### src/design/cpg_pkg.sv
// Package: register map, field layouts and shared decodes of the
// clock pulse generator control block.
// Assumes a 32-bit Avalon-MM slave port and a 3-bit clock mode strap.
package cpg_pkg;

    localparam logic [3:0]  CPG_OFF_FREQ_CTRL = 4'h0;
    localparam logic [3:0]  CPG_OFF_STATUS    = 4'h4;
    localparam logic [15:0] CPG_FC_RESET      = 16'h0102;
    localparam logic [15:0] CPG_FC_WR_MASK    = 16'h01ff;
    localparam logic [1:0]  CPG_WORD_BE       = 2'h3;
    localparam logic [2:0]  CPG_MODE_EXT      = 3'h7;
    localparam logic [2:0]  CPG_MODE_FIX_MAX  = 3'h2;
    localparam logic [2:0]  CPG_RATIO_ONE     = 3'h1;
    localparam logic [2:0]  CPG_RATIO_TWO     = 3'h2;
    localparam logic [2:0]  CPG_RATIO_FOUR    = 3'h4;

    typedef logic [2:0] cpg_mode_t;

    typedef enum logic [1:0] {SRC_PLL1, SRC_PLL2, SRC_DIV3} cpg_src_t;

    typedef struct packed {
        logic [6:0] zero;
        logic       clock_pin_output_enable;
        logic       first_pll_enable;
        logic       pll_standby;
        logic [1:0] pll_mult;
        logic [1:0] internal_div;
        logic [1:0] periph_div;
    } cpg_fc_t;

    typedef struct packed {
        logic [8:0] zero;
        logic       pin_oe_n;
        logic       pll1_stby;
        logic       pll2_on;
        logic       pll1_on;
        cpg_mode_t  mode;
    } cpg_status_t;

    typedef struct packed {
        logic       pll1_on;
        logic       pll2_on;
        logic       pll1_stby;
        cpg_src_t   div1_src;
        cpg_src_t   div2_src;
        logic [2:0] icl_mul;
        logic [2:0] icl_div;
        logic [2:0] pcl_mul;
        logic [2:0] pcl_div;
    } cpg_sel_t;

    typedef struct packed {
        logic        read;
        logic        write;
        logic [3:0]  address;
        logic [31:0] writedata;
        logic [3:0]  byteenable;
    } cpg_av_req_t;

    typedef struct packed {
        logic [31:0] readdata;
        logic        waitrequest;
    } cpg_av_rsp_t;

    // Ratio code to factor; the prohibited code falls back to one
    function automatic logic [2:0] cpg_ratio(input logic [1:0] code);
        unique case (code)
            2'h0: cpg_ratio = CPG_RATIO_ONE;
            2'h1: cpg_ratio = CPG_RATIO_TWO;
            2'h2: cpg_ratio = CPG_RATIO_FOUR;
            2'h3: cpg_ratio = CPG_RATIO_ONE;
        endcase
    endfunction

    // Modes in which the first PLL runs whatever the enable bit says
    function automatic logic cpg_fixed_mode(input cpg_mode_t mode);
        cpg_fixed_mode = (mode <= CPG_MODE_FIX_MAX) || (mode == CPG_MODE_EXT);
    endfunction

endpackage

### src/design/cpg_select.sv
// Combinational source and ratio selection for both dividers.
// Assumes mode and register word are stable registered values.
`timescale 1ns/1ps
module cpg_select
    import cpg_pkg::*;
(
    input  wire cpg_pkg::cpg_mode_t mode,
    input  wire cpg_pkg::cpg_fc_t   fc,
    output cpg_pkg::cpg_sel_t       sel
);
    logic fixed_w;

    always_comb
    begin
        fixed_w = cpg_fixed_mode(mode);
        sel = '0;
        sel.pll1_on = fixed_w | fc.first_pll_enable;
        sel.pll2_on = (mode != CPG_MODE_EXT);
        sel.pll1_stby = sel.pll1_on & ~fixed_w & fc.pll_standby;
        if (sel.pll1_on)
            sel.div1_src = SRC_PLL1;
        else if (sel.pll2_on)
            sel.div1_src = SRC_PLL2;
        else
            sel.div1_src = SRC_DIV3;
        if (fixed_w)
            sel.div2_src = SRC_PLL1;
        else if (sel.pll2_on)
            sel.div2_src = SRC_PLL2;
        else
            sel.div2_src = SRC_DIV3;
        if (sel.pll1_on)
        begin
            sel.icl_mul = cpg_ratio(fc.pll_mult);
            sel.icl_div = cpg_ratio(fc.internal_div);
        end
        else
        begin
            sel.icl_mul = CPG_RATIO_ONE;
            sel.icl_div = CPG_RATIO_ONE;
        end
        sel.pcl_mul = fixed_w ? cpg_ratio(fc.pll_mult) : CPG_RATIO_ONE;
        sel.pcl_div = cpg_ratio(fc.periph_div);
    end
endmodule

### src/design/cpg_regs.sv
// Avalon-MM slave holding the frequency control and status words.
// Assumes a master that holds its request until waitrequest is low.
`timescale 1ns/1ps
module cpg_regs
    import cpg_pkg::*;
(
    input  wire logic                 clk_sys,
    input  wire logic                 reset,
    input  wire logic                 clk_en,
    input  wire cpg_pkg::cpg_av_req_t avs_req,
    output cpg_pkg::cpg_av_rsp_t      avs_rsp,
    input  wire cpg_pkg::cpg_status_t status,
    output cpg_pkg::cpg_fc_t          fc
);
    typedef struct packed {
        cpg_fc_t     fc;
        logic        ack;
        logic [31:0] rdata;
    } cpg_regs_st_t;

    cpg_regs_st_t r_reg;
    cpg_regs_st_t r_next;
    logic         hit_fc;
    logic         hit_st;

    always_comb
    begin
        r_next = r_reg;
        hit_fc = (avs_req.address == CPG_OFF_FREQ_CTRL);
        hit_st = (avs_req.address == CPG_OFF_STATUS);
        if (clk_en)
        begin
            r_next.ack = (avs_req.read | avs_req.write) & ~r_reg.ack;
            if (avs_req.read & ~r_reg.ack)
                r_next.rdata = hit_fc ? {16'h0000, r_reg.fc} :
                               hit_st ? {16'h0000, status} : 32'h00000000;
            if (avs_req.write & r_reg.ack & hit_fc &
                (avs_req.byteenable[1:0] == CPG_WORD_BE))
                r_next.fc = avs_req.writedata[15:0] & CPG_FC_WR_MASK;
        end
        if (reset)
        begin
            r_next.fc = CPG_FC_RESET;
            r_next.ack = 1'b0;
            r_next.rdata = 32'h00000000;
        end
    end

    always_ff @(posedge clk_sys)
        r_reg <= r_next;

    assign fc = r_reg.fc;
    assign avs_rsp.readdata = r_reg.rdata;
    assign avs_rsp.waitrequest = ~r_reg.ack;
endmodule

### src/design/cpg_top.sv
// Top of the clock pulse generator control: register slave, selection
// and bus clock pin drive. Assumes synchronous inputs on clk_sys, a
// mode strap held stable through power-on reset.
//
// Implementation choices: the address map and register access over Avalon-MM.
`timescale 1ns/1ps
module cpg_top
    import cpg_pkg::*;
(
    input  wire logic                 clk_sys,
    input  wire logic                 reset,
    input  wire logic                 clk_en,
    input  wire cpg_pkg::cpg_mode_t   mode_pins,
    input  wire cpg_pkg::cpg_av_req_t avs_req,
    output cpg_pkg::cpg_av_rsp_t      avs_rsp,
    input  wire logic                 bus_clock_pin_in,
    output logic                      bus_clock_pin_out,
    output logic                      bus_clock_pin_oe_n,
    output cpg_pkg::cpg_sel_t         clk_sel
);
    typedef struct packed {
        cpg_mode_t mode;
        cpg_sel_t  sel;
        logic      pin;
        logic      pin_oe_n;
    } cpg_top_st_t;

    cpg_top_st_t s_reg;
    cpg_top_st_t s_next;
    cpg_fc_t     fc_w;
    cpg_sel_t    sel_w;
    cpg_status_t status_w;

    // Register slave
    cpg_regs u_regs
    (
        .clk_sys (clk_sys),
        .reset   (reset),
        .clk_en  (clk_en),
        .avs_req (avs_req),
        .avs_rsp (avs_rsp),
        .status  (status_w),
        .fc      (fc_w)
    );

    // Source and ratio selection
    cpg_select u_select
    (
        .mode (s_reg.mode),
        .fc   (fc_w),
        .sel  (sel_w)
    );

    always_comb
    begin
        status_w = '0;
        status_w.mode = s_reg.mode;
        status_w.pll1_on = s_reg.sel.pll1_on;
        status_w.pll2_on = s_reg.sel.pll2_on;
        status_w.pll1_stby = s_reg.sel.pll1_stby;
        status_w.pin_oe_n = s_reg.pin_oe_n;
    end

    always_comb
    begin
        s_next = s_reg;
        if (reset)
        begin
            s_next = '0;
            s_next.mode = mode_pins;
            s_next.pin_oe_n = 1'b1;
            s_next.sel.div1_src = SRC_DIV3;
            s_next.sel.div2_src = SRC_DIV3;
            s_next.sel.icl_mul = CPG_RATIO_ONE;
            s_next.sel.icl_div = CPG_RATIO_ONE;
            s_next.sel.pcl_mul = CPG_RATIO_ONE;
            s_next.sel.pcl_div = CPG_RATIO_ONE;
        end
        else if (clk_en)
        begin
            s_next.sel = sel_w;
            if (s_reg.mode == CPG_MODE_EXT)
            begin
                s_next.pin_oe_n = 1'b1;
                s_next.pin = bus_clock_pin_in;
            end
            else
            begin
                s_next.pin_oe_n = 1'b0;
                if (fc_w.clock_pin_output_enable)
                    s_next.pin = ~s_reg.pin;
            end
        end
    end

    always_ff @(posedge clk_sys)
        s_reg <= s_next;

    assign bus_clock_pin_out = s_reg.pin;
    assign bus_clock_pin_oe_n = s_reg.pin_oe_n;
    assign clk_sel = s_reg.sel;

    logic fixed_q;
    assign fixed_q = cpg_fixed_mode(s_reg.mode);
endmodule

### config.mk
export PLATFORM = sky130hd
export DESIGN_NAME = cpg_top
export DESIGN_NICKNAME = d
export VERILOG_FILES = /design/src/design/cpg_pkg.sv /design/src/design/cpg_select.sv /design/src/design/cpg_regs.sv /design/src/design/cpg_top.sv
export SDC_FILE = /design/constraint.sdc
export NUM_CORES = 1
export LEC_CHECK = 0
export ABC_CLOCK_PERIOD_IN_PS = 1600
export BUFFER_PORTS_ARGS = -buffer_cell sky130_fd_sc_hd__buf_2
export CORE_MARGIN = 2
export CORE_UTILIZATION = 48
export CTS_BUF_LIST = sky130_fd_sc_hd__clkbuf_8
export CTS_CLUSTER_SIZE = 12
export DETAILED_ROUTE_END_ITERATION = 12
export PLACE_DENSITY = 0.82
export SKIP_CTS_REPAIR_TIMING = 1
export SLEW_MARGIN = 5
export SYNTH_ARGS = -nofsm -noshare
export SYNTH_HDL_FRONTEND = slang
export SYNTH_SLANG_ARGS = --single-unit
### constraint.sdc
create_clock -name clk_sys -period 1.6 [get_ports clk_sys]
set_input_delay 0.32 -clock clk_sys [delete_from_list [all_inputs] [get_ports clk_sys]]
set_output_delay 0.32 -clock clk_sys [all_outputs]
set_load 0.01 [all_outputs]
==> results of run 1 <==
==> routing by layer <==
layer  track usage  vias up
met2        0.3211       71
met1        0.2234      800
li1              -      830
met4       0.06790        0
met5             0        -
met3       0.04583        4
==> area by class of cell <==
class                   instances  area [sq um]
clock buffers                   5         68.82
clock inverters                 3         66.31
fillers                       413          2013
inverters                      10         37.54
multi-input cells             152         957.2
flip-flops and latches         43         890.9
well taps                      52         65.06
repair buffers                 64         345.3
==> power groups by stage <==
stage / registers (uW) / clock network (uW) / logic (uW)
global route: 1140 / 1060 / 263
CTS: 1130 / 1020 / 239
detailed placement: 1160 / 0 / 236
finish: 1130 / 1000 / 241
floorplan: 1150 / 0 / 205
global placement: 1160 / 0 / 232
==> worst max-delay path, delay by kind of cell, from the launching register on <==
family,cells,cell delay (ns)
DFF,1,0.46
AOI/OAI and AO/OA,3,0.89
==> worst paths after layout <==
path	startpoint	endpoint	slack, ns	cells past startpoint
hold reg to reg	u_regs.avs_rsp[7]	u_regs.avs_rsp[7]	0.45	2
setup reg to reg	s_reg[22]	clk_sel[7]	0.16	3
hold / removal	mode_pins[2]	s_reg[23]	0.19	1
setup / recovery	s_reg[22]	clk_sel[7]	0.16	3
==> placed cells by master, fill, tap and decap left out, types with 2 or more instances in the layout <==
cell	n
bufinv_16	2
o211ai_1	2
conb_1	23
buf_4	10
nor2b_1	6
o21a_1	2
mux2_2	9
o31ai_1	6
nand2_1	20
nor2_1	6
nor3_1	4
inv_1	9
a21o_1	2
a41o_1	3
o21ai_0	4
dfxtp_1	40
clkbuf_8	5
and3_1	6
buf_2	54
ha_1	6
a21oi_1	14
and3b_1	2
a31oi_1	2
nand4_1	5
edfxtp_1	3
nand3_1	12
mux2i_1	7
==> stage by stage <==
step,util,area [sq um],instances
floorplan,-,2333,268
global placement,0.5166,2296,321
detailed placement,0.5166,2296,321
CTS,0.5470,2431,329
global route,0.5470,2431,329
finish,0.5470,2431,329
==> cell families after synthesis <==
group	share of synthesized area
flops	0.3958
fa+ha+maj	0.03335
simple gates	0.1534
other cells	0.001666
mux	0.07616
compound gates	0.1240
buf+inv	0.2157
==> key figures, run 1 <==
STA
  • Setup ws final: 0.1557 ns
  • Worst slew pin tran: 0.5034 ns
  • Final setup fails: 0
  • Crit share post-route: 0.9027
  • Max-slew headroom: 0.6637
  • Fin Setup TNS: 0 ns
  • Fin. max-slew vios: 0
  • Fin Hold WS: 0.1941 ns
  • RSZ-0062 raised after global routing: no
  • FMAX: 0.6924 GHz
  • Minimum clock period: 1.444 ns
  • Fin. Hold Viols: 0
  • Worst clock skew: 0.01045 ns

Floorplanning
  • Die area: 5253 sq um
  • Initial Util: 0.5065
  • Core area: 4444 sq um
  • Die H: 72.48 microns
  • Die Wd: 72.48 microns
  • Row cnt: 24
  • Number of I/O pins: 103

Critical path
  • Crit. End Element: flop
  • CP max FO: 6
  • WP data required: 1.80 ns
  • CP cell instances: a21boi_0 > o21bai_1 > a41o_1
  • Slowest cell on crit path: edfxtp_1
  • CP peak stage delay: 0.46 ns
  • Setup crit start kind: flop
  • Crit path kind: reg2reg
  • WP data arrival: 1.64 ns

Placed design
  • DP Worst Slack: 0.03354 ns
  • Final HPWL DP: 3.491 mm
  • Final GP Congestion: 0.8407
  • Input/output buffers: 54

Route
  • Via count: 1705
  • Initial DRC Count: 73
  • Final wirelength: 4.696 mm
  • Post-route DRC violation count: 0
  • Max layer used: met4
  • Met3 WL post-DR: 296 microns
  • DRT Pass-1 Iters: 4
  • Antenna-violating nets left: 0
  • WL met2: 2.319 mm
  • Vias per cell: 5.182
  • Wirelength per Cell: 14.27 microns
  • Met1 wire length: 2.028 mm

Synthesis
  • #FFs+latches synth: 43
  • Area leader, netlist: dfxtp_1
  • Top cell type's share of synthesized area: 0.3558
  • Synthesized area per cell: 9.150 sq um
  • Asr flop ratio synth: 0
  • Seq/Total Area, Yosys: 0.3958
  • Ys flop type: dfxtp_1
  • Post-synth EDFFs: 3
  • Most frequent cell after synthesis: buf_4
  • Yosys cell types: 39
  • List of most frequent post-synthesis cells: 51 x buf_4, 40 x dfxtp_1, 20 x nand2_1
  • Syn Inst Count: 246
  • Post-Syn Area: 2251 sq um
  • Ranking of synthesized cells by area: dfxtp_1 36%, buf_4 17%, mux2_2 4.5%
  • Synth Warn #: 0

Pwr
  • Int Power: 1825 uW
  • Maximum vdd drop: 0.6031 mV
  • Power share of the sequential group: 0.477
  • Logic pwr share: 0.101
  • Net Sw Power: 550.0 uW
  • Overall power: 2375 uW
  • Power Density: 977.0 nW/um^2
  • Clk pwr share: 0.421
  • Sw Ratio: 0.2316
  • Leakage power: 0.001140 uW

GRT
  • GRT Total Usage: 0.1857
  • Grt total ovfl: 0
  • Vias in the first global route: 1594
  • First-pass GRT wire length: 7.458 mm
  • Initial antenna violation count: 0
  • Largest net degree at the start of global routing: 40

Finish
  • Final nets: 331
  • Antenna Cells: 0
  • Share of layout cells above drive strength 1: 0.2996
  • Max reg flops: 19
  • Area overhead of the layout relative to synthesis: 8.004%

Status
  • Status: complete, no violations

Clock network
  • TritonCTS Sinks: 43
  • Max Buffers Root-to-Sink: 2
  • H-Tree Depth: 2
  • CTS Root Cell: clkbuf_8
  • Clock insertion delay at the later pin of the skew report: 0.31 ns
  • Worst-path clk slew: 0.08 ns
  • TritonCTS Buffers: 5
  • CTS tree: built

Run
  • Max_cap viols: 0

Min path
  • Worst min path class: in2reg
Note: power is estimated with default switching activity, not from simulation.
==> inputs of run 2 (changes only) <==
- CORE_UTILIZATION: 48 -> 40
- PLACE_DENSITY: 0.82 -> 0.7
==> run 2 against run 1 <==
Against the previous run:
- flip-flop and latch count stayed put
- combinational power is 2% higher
- final cell count is 6.7% higher
- register-to-register slack better by 0.02 ns
- cell area is 0.93% higher
- routed wire length is 2.7% lower
- die area is 19% higher
- fmax is 1.6% higher
==> key figures, run 2 (synthesis gave the netlist of run 1 again) <==
Finish
  • Finished Core Util: 0.4483
  • Share of layout cells above drive strength 1: 0.3047
  • Area overhead of the layout relative to synthesis: 9.005%
  • Max reg flops: 19
  • Antenna Cells: 0
  • Most frequent cells in the layout: 54 x buf_2, 40 x dfxtp_1, 23 x conb_1
  • Most common cell after layout, fill and taps aside: buf_2
  • Final nets: 333
  • Design Area, Final: 2454 sq um

Min path
  • Hold path start: mode_pins[0]
  • Worst min path class: in2reg
  • Hold Path Stages: 1
  • Endpoint, Worst Hold: s_reg[21]

Clock network
  • TritonCTS Buffers: 5
  • CTS tree: built
  • Clock insertion delay at the later pin of the skew report: 0.30 ns
  • Worst-path clk slew: 0.08 ns
  • TritonCTS Sinks: 43
  • CTS Root Cell: clkbuf_8
  • H-Tree Depth: 2
  • Max Buffers Root-to-Sink: 2

Critical path
  • R2r startpoint: s_reg[22]
  • Reg2reg setup slack: 0.18 ns
  • CP peak stage delay: 0.46 ns
  • WP data arrival: 1.62 ns
  • R2r endpoint: clk_sel[10]
  • Slowest cell on crit path: edfxtp_1
  • CP max FO: 5
  • WP data required: 1.80 ns
  • CP cell instances: a21boi_0 > o21bai_1 > a41o_1
  • Setup crit start kind: flop
  • Crit. End Element: flop
  • Reg2Reg Depth: 3
  • Crit path kind: reg2reg

Route
  • Final wirelength: 4.570 mm
  • Initial DRC Count: 107
  • Wirelength per Cell: 13.02 microns
  • Via count: 1662
  • Vias per cell: 4.735
  • Antenna-violating nets left: 0
  • Post-route DRC violation count: 0
  • DRT Pass-1 Iters: 4

GRT
  • Largest net degree at the start of global routing: 40
  • GRT Total Usage: 0.1481
  • Initial antenna violation count: 0
  • Vias in the first global route: 1509
  • First-pass GRT wire length: 7.113 mm
  • Grt total ovfl: 0

STA
  • Fin. max-slew vios: 0
  • Final setup fails: 0
  • RSZ-0062 raised after global routing: no
  • Fin Hold WS: 0.1928 ns
  • FMAX: 0.7032 GHz
  • Setup ws final: 0.1778 ns
  • Crit share post-route: 0.8889
  • Worst clock skew: 0.008896 ns
  • Fin. Hold Viols: 0
  • Minimum clock period: 1.422 ns
  • Fin Setup TNS: 0 ns

Floorplanning
  • Die H: 79.02 microns
  • Row cnt: 27
  • Number of I/O pins: 103
  • Die Wd: 79.02 microns
  • Die area: 6243 sq um
  • Core area: 5473 sq um
  • Initial Util: 0.4113

Placed design
  • Placed cell area: 2336 sq um
  • Input/output buffers: 54
  • Final HPWL DP: 3.448 mm
  • DP Worst Slack: 0.1007 ns
  • Final GP Congestion: 0.7877

Pwr
  • Maximum vdd drop: 0.4615 mV
  • Power Density: 920.4 nW/um^2
  • Leakage power: 0.001142 uW

Status
  • Status: complete, no violations

Run
  • Max_cap viols: 0
[run 2: cell types whose count changed in the layout (fill, tap and decap cells not counted), sizes merged]
cell,delta
inv,-1
buf,+2
clkbuf,+1
bufinv,-1
clkinv,+1
[run 2: metrics by stage]
| step | std cells | power [uW] |
|---|---|---|
| after detailed placement | 343 | 1402 |
| after floorplan | 268 | 1360 |
| final | 351 | 2258 |
| after global routing | 351 | 2359 |
| after CTS | 351 | 2280 |
| after global placement | 343 | 1398 |
[run 2: layout make-up]
class	instances	area (sq um)
Tap cell	72	90.09
Clock inverter	2	35.03
Inverter	10	37.54
Multi-Input combinational cell	152	957.2
Sequential cell	43	890.9
Timing Repair Buffer	66	360.3
Clock buffer	6	82.58
Fill cell	579	3019
[run 2: critical path: cells and delay by family (launching register included)]
kind,cells,cell delay [ns]
flops,1,0.46
compound gates,3,0.85
[run 2: power by group]
| part | leakage [uW] | switching (uW) | internal, uW | total [uW] |
|---|---|---|---|---|
| Sequential | 0.000355 | 21.3 | 1110 | 1130 |
| Clock | 0.0000612 | 376 | 505 | 881 |
| Combinational | 0.000726 | 149 | 96.0 | 245 |
| Total | 0.00114 | 546 | 1710 | 2260 |
[run 2: worst max-delay path by stage]
stage          cells past startpoint      endpoint         from  slack [ns]
3_5_place_dp                       5  u_regs.fc[8]  avs_req[37]        0.10
3_3_place_gp                       5  u_regs.fc[6]  avs_req[37]         0.1
6_report                           3   clk_sel[10]    s_reg[22]        0.18
4_1_cts                            3    clk_sel[7]    s_reg[22]        0.20
2_1_floorplan                      5  u_regs.fc[8]  avs_req[38]        0.24
5_1_grt                            4    clk_sel[6]    s_reg[22]        0.08
[run 2: routing by layer]
layer  vias up  GRT usage  wire, microns
li1        839          -              -
met1       760     0.1925           2061
met2        56     0.2280           2104
met3         7    0.04545            331
met4         0    0.06207             72
met5         -          0              0
